$ cat config.mk
export PLATFORM = sky130hd
export DESIGN_NAME = dcss_top
export DESIGN_NICKNAME = d
export VERILOG_FILES = /design/src/shared/dcss_pkg.sv /design/src/rtl/dcss_top.sv
export SDC_FILE = /design/constraint.sdc
export NUM_CORES = 2
export LEC_CHECK = 0
export BUFFER_PORTS_ARGS = -buffer_cell sky130_fd_sc_hd__buf_4
export CAP_MARGIN = 30
export CORE_MARGIN = 1
export CORE_UTILIZATION = 45
export DETAILED_ROUTE_END_ITERATION = 10
export MAX_ROUTING_LAYER = met4
export SYNTH_ARGS = -nofsm -noshare
export SYNTH_HDL_FRONTEND = slang
export SYNTH_SLANG_ARGS = --single-unit
$ cat constraint.sdc
create_clock -name clk_i -period 258.1 [get_ports clk_i]
set_clock_uncertainty 0.2 [all_clocks]
set_input_delay 12.905 -clock clk_i [delete_from_list [all_inputs] [get_ports clk_i]]
set_output_delay 12.905 -clock clk_i [all_outputs]
set_load 0.01 [all_outputs]
$ cat src/shared/dcss_pkg.sv
// Package of constants, register map and types for the command source select
`default_nettype none
package dcss_pkg;
  // ==========================================================
  // Register byte offsets (Wishbone, 32-bit words)
  localparam logic [7:0] ADDR_CTRL     = 8'h00;
  localparam logic [7:0] ADDR_FMAX     = 8'h04;
  localparam logic [7:0] ADDR_FMIN     = 8'h08;
  localparam logic [7:0] ADDR_RAMP_T   = 8'h0c;
  localparam logic [7:0] ADDR_RAMP_REF = 8'h10;
  localparam logic [7:0] ADDR_VBIAS    = 8'h14;
  localparam logic [7:0] ADDR_VGAIN    = 8'h18;
  localparam logic [7:0] ADDR_IBIAS    = 8'h1c;
  localparam logic [7:0] ADDR_IGAIN    = 8'h20;
  localparam logic [7:0] ADDR_RATED_F  = 8'h24;
  localparam logic [7:0] ADDR_RATED_V  = 8'h28;
  localparam logic [7:0] ADDR_FM_CAL   = 8'h2c;
  localparam logic [7:0] ADDR_PANEL    = 8'h30;
  localparam logic [7:0] ADDR_STATUS   = 8'h34;
  localparam logic [7:0] ADDR_FOUT     = 8'h38;
  // ==========================================================
  // CTRL field positions
  localparam int CTRL_MODE_LSB  = 0;  // 2-bit requested mode
  localparam int CTRL_PWRON_PU  = 2;  // Panel mode at power-on
  localparam int CTRL_VRANGE    = 3;  // 1 = 0..5 V range
  // PANEL field positions
  localparam int PANEL_FWD      = 0;
  localparam int PANEL_REV      = 1;
  localparam int PANEL_FREQ_LSB = 16; // 16-bit frequency setpoint
  // ==========================================================
  // Frequencies in units of 0.01 Hz, ADC codes 12-bit
  localparam logic [15:0] FREQ_60HZ   = 16'h1770;
  localparam logic [15:0] FREQ_0HZ    = 16'h0000;
  localparam logic [11:0] ADC_FULL    = 12'hfff;  // 10 V or 20 mA
  localparam logic [11:0] ADC_HALF    = 12'h7ff;  // 5 V on 10 V scale
  localparam logic [11:0] ADC_4MA     = 12'h333;  // 4 mA of 20 mA
  localparam logic [11:0] ADC_ZERO    = 12'h000;
  localparam logic [15:0] RAMP_T_RST  = 16'h0096;  // 15.0 s in 0.1 s
  localparam logic [15:0] RATED_F_RST = 16'h1770;
  localparam logic [15:0] RATED_V_RST = 16'h0000;
  localparam logic [15:0] FM_CAL_RST  = 16'h1000;  // Unity gain, 4.12
  // ==========================================================
  // Timing
  localparam int CLK_HZ          = 200_000_000;
  localparam int RAMP_UNIT_MS    = 100;  // Ramp time unit 0.1 s
  localparam int RAMP_UNIT_CYC   = CLK_HZ / 1000 * RAMP_UNIT_MS;
  // ==========================================================
  typedef enum logic [1:0] {
    DCSS_MODE_EXT,      // Terminals for start and frequency
    DCSS_MODE_PANEL,    // Panel for everything
    DCSS_MODE_EXT_RUN,  // Terminals start, panel frequency
    DCSS_MODE_EXT_FREQ  // Panel start, terminal frequency
  } dcss_mode_e;
  typedef struct packed {
    logic fwd;
    logic rev;
  } dcss_run_s;
endpackage
`default_nettype wire

$ cat src/rtl/dcss_top.sv
// Command source selection, analog scaling, clamp and ramp of the drive
//
// Decided for this implementation: the Wishbone slave port and the address map.
`default_nettype none
module dcss_top #(
  parameter int RAMP_UNIT_CYCLES = dcss_pkg::RAMP_UNIT_CYC
) (
  // Clock and reset
  input  wire logic        clk_i,
  input  wire logic        rst_i,
  // Wishbone slave
  input  wire logic        wb_cyc_i,
  input  wire logic        wb_stb_i,
  input  wire logic        wb_we_i,
  input  wire logic [7:0]  wb_adr_i,
  input  wire logic [3:0]  wb_sel_i,
  input  wire logic [31:0] wb_dat_i,
  output logic      [31:0] wb_dat_o,
  output logic             wb_ack_o,
  // Control terminals (asynchronous pins)
  input  wire logic        forward_run_input_i,
  input  wire logic        reverse_run_input_i,
  input  wire logic        current_input_select_i,
  // Analog reference samples from converters, same clock
  input  wire logic [11:0] volt_ref_i,
  input  wire logic [11:0] curr_ref_i,
  // Drive outputs
  output logic      [15:0] freq_out_o,
  output logic             run_fwd_o,
  output logic             run_rev_o,
  output logic      [15:0] freq_meter_o,
  output logic      [1:0]  mode_o
);

  // ==========================================================
  // Registers
  dcss_pkg::dcss_mode_e mode;
  logic        pwron_panel = 1'b0; // Survives rst_i
  logic        vrange5;
  logic [15:0] fmax, fmin, ramp_t, ramp_ref;
  logic [11:0] vbias, vgain, ibias, igain;
  logic [15:0] rated_f, rated_v, fm_cal;
  dcss_pkg::dcss_run_s panel_run;
  logic [15:0] panel_freq;
  logic        mode_refused;
  logic        pwron_done;

  // ==========================================================
  // Pin synchronisers: three stages, change accepted when 2 and 3 agree
  logic [2:0] fwd_sy, rev_sy, au_sy;
  logic       fwd_pin, rev_pin, au_pin;
  always_ff @(posedge clk_i) begin
    if (rst_i) begin
      fwd_sy <= 3'h0;
      rev_sy <= 3'h0;
      au_sy  <= 3'h0;
    end else begin
      fwd_sy <= {fwd_sy[1:0], forward_run_input_i};
      rev_sy <= {rev_sy[1:0], reverse_run_input_i};
      au_sy  <= {au_sy[1:0], current_input_select_i};
    end
  end

  // Debounced levels; a disagreement keeps the last value
  always_ff @(posedge clk_i) begin
    if (rst_i) begin
      fwd_pin <= 1'b0;
      rev_pin <= 1'b0;
      au_pin  <= 1'b0;
    end else begin
      if (fwd_sy[1] == fwd_sy[2]) fwd_pin <= fwd_sy[2];
      if (rev_sy[1] == rev_sy[2]) rev_pin <= rev_sy[2];
      if (au_sy[1] == au_sy[2])   au_pin  <= au_sy[2];
    end
  end

  // ==========================================================
  // Command source selection
  logic start_ext, freq_ext;
  logic cmd_fwd, cmd_rev;
  logic any_run;
  always_comb begin
    start_ext = 1'b1;
    freq_ext  = 1'b1;
    unique case (mode)
      dcss_pkg::DCSS_MODE_EXT: begin
        start_ext = 1'b1;
        freq_ext  = 1'b1;
      end
      dcss_pkg::DCSS_MODE_PANEL: begin
        start_ext = 1'b0;
        freq_ext  = 1'b0;
      end
      dcss_pkg::DCSS_MODE_EXT_RUN: begin
        start_ext = 1'b1;
        freq_ext  = 1'b0;
      end
      dcss_pkg::DCSS_MODE_EXT_FREQ: begin
        start_ext = 1'b0;
        freq_ext  = 1'b1;
      end
    endcase
    cmd_fwd = start_ext ? fwd_pin : panel_run.fwd;
    cmd_rev = start_ext ? rev_pin : panel_run.rev;
    // Any run request from either source blocks a mode change
    any_run = fwd_pin | rev_pin | panel_run.fwd | panel_run.rev;
  end

  // ==========================================================
  // Analog scaling: linear between bias (0 Hz) and gain (60 Hz) points
  logic        use_curr;
  logic [11:0] a_in, a_bias, a_gain;
  logic [12:0] span, num;
  logic [28:0] prod;
  logic [15:0] analog_freq;
  always_comb begin
    use_curr = au_pin;
    a_in   = use_curr ? curr_ref_i : volt_ref_i;
    a_bias = use_curr ? ibias : vbias;
    a_gain = use_curr ? igain : vgain;
    if (!use_curr && vrange5 && vgain == dcss_pkg::ADC_FULL) begin
      a_gain = dcss_pkg::ADC_HALF;
    end
    // A gain point equal to the bias point collapses the span; the
    // output then stays at 0 Hz, while a gain point below it wraps the span
    span = {1'b0, a_gain} - {1'b0, a_bias};
    num  = (a_in > a_bias) ? ({1'b0, a_in} - {1'b0, a_bias}) : 13'h0000;
    if (num > span) num = span;
    // Above the gain point the reference saturates at the 60 Hz point
    prod = 29'(num) * 29'(dcss_pkg::FREQ_60HZ);
    if (span == 13'h0000) begin
      analog_freq = dcss_pkg::FREQ_0HZ;
    end else begin
      analog_freq = 16'(prod / 29'(span));
    end
  end

  // ==========================================================
  // Target frequency, clamp and direction decision
  logic [15:0] ref_freq, target;
  logic        both_dir, run_req;
  always_comb begin
    ref_freq = freq_ext ? analog_freq : panel_freq;
    both_dir = cmd_fwd & cmd_rev;
    run_req  = (cmd_fwd | cmd_rev) & ~both_dir;
    target   = ref_freq;
    if (target > fmax) target = fmax;
    if (target < fmin) target = fmin;
    if (!run_req) target = dcss_pkg::FREQ_0HZ;
  end

  // ==========================================================
  // Ramp generator: step sized so ramp_ref is reached in ramp_t units.
  // The step is rounded down, so a ramp can take a little longer than
  // the programmed time; it never overshoots the target
  logic [31:0] tick_cnt;
  logic        tick;
  logic [15:0] step;
  always_comb begin
    tick = (tick_cnt == 32'(RAMP_UNIT_CYCLES - 1));
    step = (ramp_t == 16'h0000) ? ramp_ref : ramp_ref / ramp_t;
    if (step == 16'h0000) step = 16'h0001;
  end

  always_ff @(posedge clk_i) begin
    if (rst_i) tick_cnt <= 32'h0;
    else if (tick) tick_cnt <= 32'h0;
    else tick_cnt <= tick_cnt + 32'h1;
  end

  // Output frequency walks toward target; direction holds until stopped
  always_ff @(posedge clk_i) begin
    if (rst_i) begin
      freq_out_o <= 16'h0000;
      run_fwd_o  <= 1'b0;
      run_rev_o  <= 1'b0;
    end else begin
      if (freq_out_o == 16'h0000) begin
        // Starting needs one clean direction; both held means no start
        run_fwd_o <= run_req & cmd_fwd;
        run_rev_o <= run_req & cmd_rev;
      end
      if (tick) begin
        if (freq_out_o < target) begin
          freq_out_o <= (target - freq_out_o > step) ?
                        freq_out_o + step : target;
        end else if (freq_out_o > target) begin
          freq_out_o <= (freq_out_o - target > step) ?
                        freq_out_o - step : target;
        end
      end
    end
  end

  // Frequency meter: calibrated gain replaces the trim resistor
  logic [31:0] fm_prod;
  always_comb fm_prod = freq_out_o * fm_cal;
  always_ff @(posedge clk_i) begin
    if (rst_i) freq_meter_o <= 16'h0000;
    else freq_meter_o <= fm_prod[27:12];
  end

  // ==========================================================
  // Wishbone slave; single-cycle ack, one idle cycle after each ack.
  // Writes land at the edge where the master sees ack, so a request that
  // is withdrawn before its answer never changes a setting
  logic wb_req, wb_wr;
  assign wb_req = wb_cyc_i & wb_stb_i & ~wb_ack_o;
  assign wb_wr  = wb_cyc_i & wb_stb_i & wb_we_i & wb_ack_o;

  always_ff @(posedge clk_i) begin
    if (rst_i) wb_ack_o <= 1'b0;
    else wb_ack_o <= wb_req;
  end

  // Mode: reset to external, then power-on preference applied once.
  // A refused change leaves the mode alone and raises a sticky flag that
  // only a write to the status word or rst_i clears
  always_ff @(posedge clk_i) begin
    if (rst_i) begin
      mode         <= dcss_pkg::DCSS_MODE_EXT;
      pwron_done   <= 1'b0;
      mode_refused <= 1'b0;
    end else begin
      pwron_done <= 1'b1;
      if (!pwron_done && pwron_panel) begin
        mode <= dcss_pkg::DCSS_MODE_PANEL;
      end
      if (wb_wr && wb_adr_i == dcss_pkg::ADDR_CTRL && wb_sel_i[0]) begin
        if (any_run) mode_refused <= 1'b1;
        else mode <= dcss_pkg::dcss_mode_e'(wb_dat_i[1:0]);
      end else if (wb_wr && wb_adr_i == dcss_pkg::ADDR_STATUS) begin
        mode_refused <= 1'b0;
      end
    end
  end

  // Settings; all return to their factory values on reset
  always_ff @(posedge clk_i) begin
    if (rst_i) begin
      vrange5     <= 1'b0;
      fmax        <= dcss_pkg::FREQ_60HZ;
      fmin        <= dcss_pkg::FREQ_0HZ;
      ramp_t      <= dcss_pkg::RAMP_T_RST;
      ramp_ref    <= dcss_pkg::FREQ_60HZ;
      vbias       <= dcss_pkg::ADC_ZERO;
      vgain       <= dcss_pkg::ADC_FULL;
      ibias       <= dcss_pkg::ADC_4MA;
      igain       <= dcss_pkg::ADC_FULL;
      rated_f     <= dcss_pkg::RATED_F_RST;
      rated_v     <= dcss_pkg::RATED_V_RST;
      fm_cal      <= dcss_pkg::FM_CAL_RST;
      panel_run   <= '0;
      panel_freq  <= dcss_pkg::FREQ_0HZ;
    end else if (wb_wr) begin
      unique case (wb_adr_i)
        dcss_pkg::ADDR_CTRL: begin
          vrange5     <= wb_dat_i[dcss_pkg::CTRL_VRANGE];
        end
        dcss_pkg::ADDR_FMAX:     fmax     <= wb_dat_i[15:0];
        dcss_pkg::ADDR_FMIN:     fmin     <= wb_dat_i[15:0];
        dcss_pkg::ADDR_RAMP_T:   ramp_t   <= wb_dat_i[15:0];
        dcss_pkg::ADDR_RAMP_REF: ramp_ref <= wb_dat_i[15:0];
        dcss_pkg::ADDR_VBIAS:    vbias    <= wb_dat_i[11:0];
        dcss_pkg::ADDR_VGAIN:    vgain    <= wb_dat_i[11:0];
        dcss_pkg::ADDR_IBIAS:    ibias    <= wb_dat_i[11:0];
        dcss_pkg::ADDR_IGAIN:    igain    <= wb_dat_i[11:0];
        dcss_pkg::ADDR_RATED_F:  rated_f  <= wb_dat_i[15:0];
        dcss_pkg::ADDR_RATED_V:  rated_v  <= wb_dat_i[15:0];
        dcss_pkg::ADDR_FM_CAL:   fm_cal   <= wb_dat_i[15:0];
        dcss_pkg::ADDR_PANEL: begin
          panel_run.fwd <= wb_dat_i[dcss_pkg::PANEL_FWD];
          panel_run.rev <= wb_dat_i[dcss_pkg::PANEL_REV];
          panel_freq    <= wb_dat_i[31:16];
        end
        default: ;
      endcase
    end
  end

  // Power-on preference stays out of rst_i so that it outlives a reset and
  // picks panel mode on the way out of the next one
  always_ff @(posedge clk_i) begin
    if (wb_wr && wb_adr_i == dcss_pkg::ADDR_CTRL) begin
      pwron_panel <= wb_dat_i[dcss_pkg::CTRL_PWRON_PU];
    end
  end

  // Read mux registered with the ack; unmapped addresses read zero
  always_ff @(posedge clk_i) begin
    if (rst_i) begin
      wb_dat_o <= 32'h0;
    end else if (wb_req && !wb_we_i) begin
      unique case (wb_adr_i)
        dcss_pkg::ADDR_CTRL:
          wb_dat_o <= {28'h0, vrange5, pwron_panel, mode};
        dcss_pkg::ADDR_FMAX:     wb_dat_o <= {16'h0, fmax};
        dcss_pkg::ADDR_FMIN:     wb_dat_o <= {16'h0, fmin};
        dcss_pkg::ADDR_RAMP_T:   wb_dat_o <= {16'h0, ramp_t};
        dcss_pkg::ADDR_RAMP_REF: wb_dat_o <= {16'h0, ramp_ref};
        dcss_pkg::ADDR_VBIAS:    wb_dat_o <= {20'h0, vbias};
        dcss_pkg::ADDR_VGAIN:    wb_dat_o <= {20'h0, vgain};
        dcss_pkg::ADDR_IBIAS:    wb_dat_o <= {20'h0, ibias};
        dcss_pkg::ADDR_IGAIN:    wb_dat_o <= {20'h0, igain};
        dcss_pkg::ADDR_RATED_F:  wb_dat_o <= {16'h0, rated_f};
        dcss_pkg::ADDR_RATED_V:  wb_dat_o <= {16'h0, rated_v};
        dcss_pkg::ADDR_FM_CAL:   wb_dat_o <= {16'h0, fm_cal};
        dcss_pkg::ADDR_PANEL:
          wb_dat_o <= {panel_freq, 14'h0, panel_run.rev, panel_run.fwd};
        dcss_pkg::ADDR_STATUS:
          wb_dat_o <= {25'h0, mode_refused, au_pin, both_dir,
                       run_rev_o, run_fwd_o, rev_pin, fwd_pin};
        dcss_pkg::ADDR_FOUT:     wb_dat_o <= {16'h0, freq_out_o};
        default:                 wb_dat_o <= 32'h0;
      endcase
    end
  end

  // Current mode exported for a panel indicator
  always_ff @(posedge clk_i) begin
    if (rst_i) mode_o <= 2'h0;
    else mode_o <= mode;
  end

endmodule
`default_nettype wire

**Yosys cells after proc, flatten, opt, wreduce, memory -nomap -nowiden**

Index checks and enable logic that the tools add are counted.

- Divide/modulo/power cells: 2
- Eq/ne operators: 23
- $lt $le $gt $ge: 8
- Reduce and logical (&&, ||, !) cells: 38
- Bitwise logic cells: 14
- $mul: 2
- Add/sub/neg operators: 7
- Muxes and demuxes: 29

Operators by type and width:

| operator | count |
|---|---|
| 32-bit one-hot mux with 15 select lines | 1 |
| 16-bit 2-to-1 mux | 11 |
| 16-bit > comparator | 4 |
| 8-bit by 6-bit == test with 1-bit output, second input constant | 7 |
| 16-bit zero test | 3 |
| 12-bit 2-to-1 mux | 4 |
| 16-bit subtractor | 3 |
| 32-bit by 1-bit adder with 32-bit output, second input constant | 1 |
| 32-bit by 25-bit == test with 1-bit output, second input constant | 1 |
| 8-bit by 5-bit == test with 1-bit output, second input constant | 4 |
| 16-bit less-than comparator | 2 |
| 2-bit AND reduction | 15 |
| 26-bit by 13-bit divider with 29-bit output | 1 |
| 16-bit by 16-bit multiplier with 28-bit output | 1 |
| 13-bit 2-to-1 mux | 2 |
| 12-bit by 12-bit subtractor with 13-bit output | 2 |
| 13-bit by 9-bit multiplier with 22-bit output, second input constant | 1 |
| 16-bit adder | 1 |
| 16-bit by 16-bit divider with 16-bit output | 1 |
| 8-bit by 4-bit == test with 1-bit output, second input constant | 2 |
| 13-bit > comparator | 1 |
| 13-bit zero test | 1 |
| 12-bit == test, second input constant | 1 |
| 12-bit > comparator | 1 |
| 17 further kinds | 52 |

- Word-level logic and storage cells: 156
- Register bits after elaboration: 297
- Input bits: 76
- Output and inout port bits: 69

**Longest topological paths before layout**

- Depth after elaboration: 21
- Mapped depth: 588
- Gate-level depth less buffers: 535

**Worst setup path after synthesis**

OpenSTA, ideal clock, no wires.

- Path type: input port to flip-flop
- Start: in curr_ref_i[1]
- End: reg freq_out_o[10]
- Slack: 148.655 ns
- Buffers on the path: 56
- Data arrival time: 109.112 ns
- Cell stages on the path: 566
- Cell sequence: mux2_2 ha_1 a21o_1 a21o_1 a21o_1 a21o_1 a21oi_1 o21bai_1 a21o_1 a21o_1 a21o_1 a21oi_1 xor2_1 nor2_1 ha_1 a21o_1 a21oi_1 o21ai_0 [... 530 more ...] a21o_1 a21o_1 a21o_1 a21oi_1 xnor2_1 ha_1 nor2b_1 o21ai_0 nand2b_1 a21oi_1 a32oi_1 clkinv_1 nor2_1 nand2_1 o21ai_0 nor2_1 o21ai_1 a31oi_1

- Cells in the longest elaborated chain, start to end: 19

RTL lines:

| what | RTL line | source |
|---|---|---|
| start: declaration | dcss_top.sv:26 | `input wire logic [11:0] curr_ref_i,` |
| 12-bit 2-to-1 mux * | dcss_top.sv:118 | `a_in = use_curr ? curr_ref_i : volt_ref_i;` |
| 12-bit by 12-bit subtractor with 13-bit output or 12-bit > comparator (tied branches) | dcss_top.sv:127 | `num = (a_in > a_bias) ? ({1'b0, a_in} - {1'b0, a_bias}) : 13'h0000;` |
| 13-bit 2-to-1 mux * | dcss_top.sv:127 |  |
| 13-bit > comparator | dcss_top.sv:128 | `if (num > span) num = span;` |
| 13-bit 2-to-1 mux * | dcss_top.sv:128 |  |
| 13-bit by 9-bit multiplier with 22-bit output * | dcss_top.sv:130 | `prod = 29'(num) * 29'(dcss_pkg::FREQ_60HZ);` |
| 26-bit by 13-bit divider with 29-bit output * | dcss_top.sv:134 | `analog_freq = 16'(prod / 29'(span));` |
| 16-bit 2-to-1 mux * | dcss_top.sv:131 | `if (span == 13'h0000) begin` |
| [... 3 more ...] | - |  |
| 16-bit less-than comparator | dcss_top.sv:148 | `if (target < fmin) target = fmin;` |
| 16-bit 2-to-1 mux * | dcss_top.sv:148 |  |
| 16-bit 2-to-1 mux * | dcss_top.sv:149 | `if (!run_req) target = dcss_pkg::FREQ_0HZ;` |
| 16-bit subtractor | dcss_top.sv:188 | `freq_out_o <= (freq_out_o - target > step) ?` |
| 16-bit > comparator | dcss_top.sv:188 |  |
| 16-bit 2-to-1 mux | dcss_top.sv:188 |  |
| 16-bit 2-to-1 mux | dcss_top.sv:187 | `end else if (freq_out_o > target) begin` |
| 16-bit 2-to-1 mux | dcss_top.sv:184 | `if (freq_out_o < target) begin` |
| end signal: assignment | dcss_top.sv:185 | `freq_out_o <= (target - freq_out_o > step) ?` |
| end signal: assignment | dcss_top.sv:188 |  |
| end: declaration | dcss_top.sv:28 | `output logic [15:0] freq_out_o,` |

Every way passes the cells marked *; elsewhere a longest branch is shown, timed or not. The select of a mux whose other input is x is not followed.
A chain may end at the register's enable or synchronous reset.

**Worst setup path after layout**

- Start: in curr_ref_i[0]
- End: reg freq_out_o[0]

The elaborated chain is that of the path after synthesis.

==> summary.txt <==
Die
  • Core ar.: 136,000 sq um
  • I/O pin total: 145
  • Die W: 372 um
  • Row count: 135
  • Die H: 372 um
  • Initial Utilization: 45.4%
  • Die Area: 138,000 sq um

Final layout
  • Multi-input gate area: 51,700 sq um
  • Area growth syn-to-layout: 6.84%
  • Sequential Area: 5960 sq um
  • FILL cells: 13.7k
  • Final instance area: 65,700 sq um
  • Leading cell types in the layout, fill and taps excluded: nand2_1 (998), a21oi_1 (795), ha_1 (741), nor2_1 (726), inv_1 (633)
  • Most common cell after layout, fill and taps aside: nand2_1
  • Layout cells sized above 1: 7.82%
  • Final nets: 9,507

Critical path
  • Worst-path fanout max: 35
  • CP startpoint kind: input port
  • Cell repeated most along the worst path: a21oi_1
  • Worst Path Arrival: 126.17 ns
  • CP max stage cell: nand3_1
  • Setup CP Type: input port to register
  • Worst EP required: 258.44 ns
  • R2R setup slack: 143.73 ns
  • Setup crit end kind: register
  • Crit path largest cell delay: 0.83 ns

Yosys
  • Synth warnings: 0
  • Synth async-reset ratio: 0%
  • Avg Inst Size Synth: 7.24 sq um
  • Synth Cell Area: 61,500 sq um
  • Synth Instances: 8,496
  • Yosys cell types: 141
  • Seq/Total Area, Yosys: 9.68%
  • Syn nets: 9,562
  • Prevailing post-synth register cell: dfxtp_1
  • EDFF count, synth: 1
  • Synthesis-stage register bit count: 297

STA
  • Slew Viols, Final: 0
  • Rel. slew slack: 22.0%
  • Final period util: 48.7%
  • Setup violations, final: 0
  • Minimum clock period: 125.82 ns
  • Final Hold Viols: 0
  • Max Fclk: 7.95 MHz
  • Unrepaired setup endpoints after global routing: false
  • Setup_tns: 0 ns
  • Worst slew pin tran: 1.16 ns

Clocking
  • Post CTS Setup Buffer Count: 0
  • Hold Buf Count CTS: 0
  • Inserted Clock Buffers: 36
  • Post-CTS sizing: 0
  • Max clock buf depth: 3
  • CTS tree: yes
  • Clk slew on worst S/H paths: 0.06 ns
  • Clock Latency Late Sink: 0.62 ns
  • CTS sink cnt: 297
  • CTS Root Buffer Type: clkbuf_16
  • Htree depth: 2

Detailed routing
  • Via/cell ratio: 6.09
  • Pre-antenna DRT Iters: 8
  • DRC Markers: 0
  • Post-DRT Antenna Nets: 0
  • Wire per inst: 21.2 um
  • Final wirelength: 217,000 um
  • Initial DRC count: 5,732
  • Via count: 62.4k

Hold path
  • Hold crit path type: register to register

Status
  • Outcome: finished, final reports clean

GRT
  • Largest net degree at the start of global routing: 72
  • Antenna violations before repair: 2
  • Total track usage: 31.4%
  • Gr ovfl total: 0
  • First-pass GRT wire length: 335,000 um
  • Vias in the first global route: 58.8k

Placement
  • DP Area: 64,400 sq um
  • # port buffers: 141
  • Gpl congestion: 0.995
  • HPWL after DPL: 168,000 um

Flow run
  • Max-cap viol count: 0
==> metrics by stage <==
| stage | std cells | setup WS, ns | hold slack [ns] | utilization (%) |
|---|---|---|---|---|
| floorplan | 8496 | 148.66 | 0.214 | - |
| global placement | 10164 | 134.00 | 0.221 | 47.4 |
| detailed placement | 10179 | 133.52 | 0.230 | 47.5 |
| CTS | 10243 | 133.70 | 0.245 | 48.4 |
| global route | 10249 | 123.35 | 0.262 | 48.5 |
| finish | 10249 | 132.28 | 0.241 | 48.5 |
==> critical path: cells and delay by family <==
family	cells	cell delay, ns
AO/OA/AOI/OAI	282	57.50
XOR/XNOR	12	2.63
AND/OR/NAND/NOR	152	33.01
multiplexers	9	2.25
buffers and inverters	24	4.43
adder cells (fa/ha/maj)	37	13.16
==> Yosys cell counts (21+ instances only) <==
master | count | area, sq um
a211o_1 | 21 | 184
a211oi_1 | 44 | 330
a21o_1 | 264 | 1980
a21oi_1 | 796 | 3980
a221oi_1 | 42 | 368
a22o_1 | 36 | 315
a22oi_1 | 52 | 390
a31oi_1 | 80 | 500
and2_1 | 141 | 882
and3_1 | 70 | 438
buf_2 | 43 | 215
buf_4 | 22 | 165
clkbuf_1 | 280 | 1050
dfxtp_1 | 296 | 5930
fa_1 | 248 | 4960
ha_1 | 742 | 9280
inv_1 | 633 | 2380
mux2_2 | 105 | 1180
mux2i_1 | 108 | 1080
nand2_1 | 998 | 3750
nand2b_1 | 124 | 776
nand3_1 | 227 | 1140
nand4_1 | 125 | 782
nor2_1 | 728 | 2730
nor2b_1 | 100 | 626
nor3_1 | 241 | 1210
nor4_1 | 56 | 350
o211ai_1 | 49 | 368
o21a_1 | 156 | 1170
o21ai_0 | 344 | 1720
o21ai_1 | 34 | 170
o21bai_1 | 72 | 541
o22ai_1 | 23 | 144
o31ai_1 | 124 | 931
or2_2 | 69 | 432
or3_1 | 65 | 407
xnor2_1 | 299 | 2620
xor2_1 | 161 | 1410
==> cells by family after synthesis <==
group | after synthesis | share of synthesized area [%]
adders and majority gates | 992 | 23.2
AOI/OAI and AO/OA | 2410 | 25.9
and+or+nand+nor | 3100 | 24.2
muxes | 218 | 3.79
other | 1 | 0.00609
xor gates and xnor gates | 466 | 6.72
DFF | 297 | 9.68
buffers and inverters | 1012 | 6.54
==> per-layer routing <==
layer  share of wire, %  track usage, %  vias to the layer above
li1                   -               -                    30197
met1                 44            40.3                    29661
met2                 46            50.8                     2067
met3                6.4            3.29                      445
met4                4.2            11.7                        0
met5                  0               -                        -
==> layout make-up <==
type | count | area share (%)
antenna | 1 | 0.00381
multi-input combinational | 7187 | 78.6
sequential | 297 | 9.06
inverter | 637 | 3.64
tap | 1781 | 3.39
clock buffer | 48 | 1.55
timing repair buffer | 282 | 3.41
clock inverter | 16 | 0.327
==> flip-flops by register name (all words and copies together) (netlist names), 16 cells and up <==
register,flops
fm_cal,16
freq_meter_o,16
ramp_ref,16
fmax,16
rated_f,16
ramp_t,16
freq_out_o,16
wb_dat_o,32
rated_v,16
panel_freq,16
tick_cnt,32
fmin,16
==> worst paths after layout <==
| kind | start | endpoint | depth (start not counted) |
|---|---|---|---|
| max | curr_ref_i[0] | freq_out_o[0]$_SDFFE_PP0P_ | 516 |
| min | au_sy[0]$_SDFF_PP0_ | au_sy[1]$_SDFF_PP0_ | 1 |
| max reg2reg | au_pin$_SDFFE_PP0N_ | freq_out_o[0]$_SDFFE_PP0P_ | 516 |
| min reg2reg | au_sy[0]$_SDFF_PP0_ | au_sy[1]$_SDFF_PP0_ | 1 |
Power is left out: the tool's default activity adds up to more than one toggle a clock period on the data nets, which glitch-free logic cannot reach.
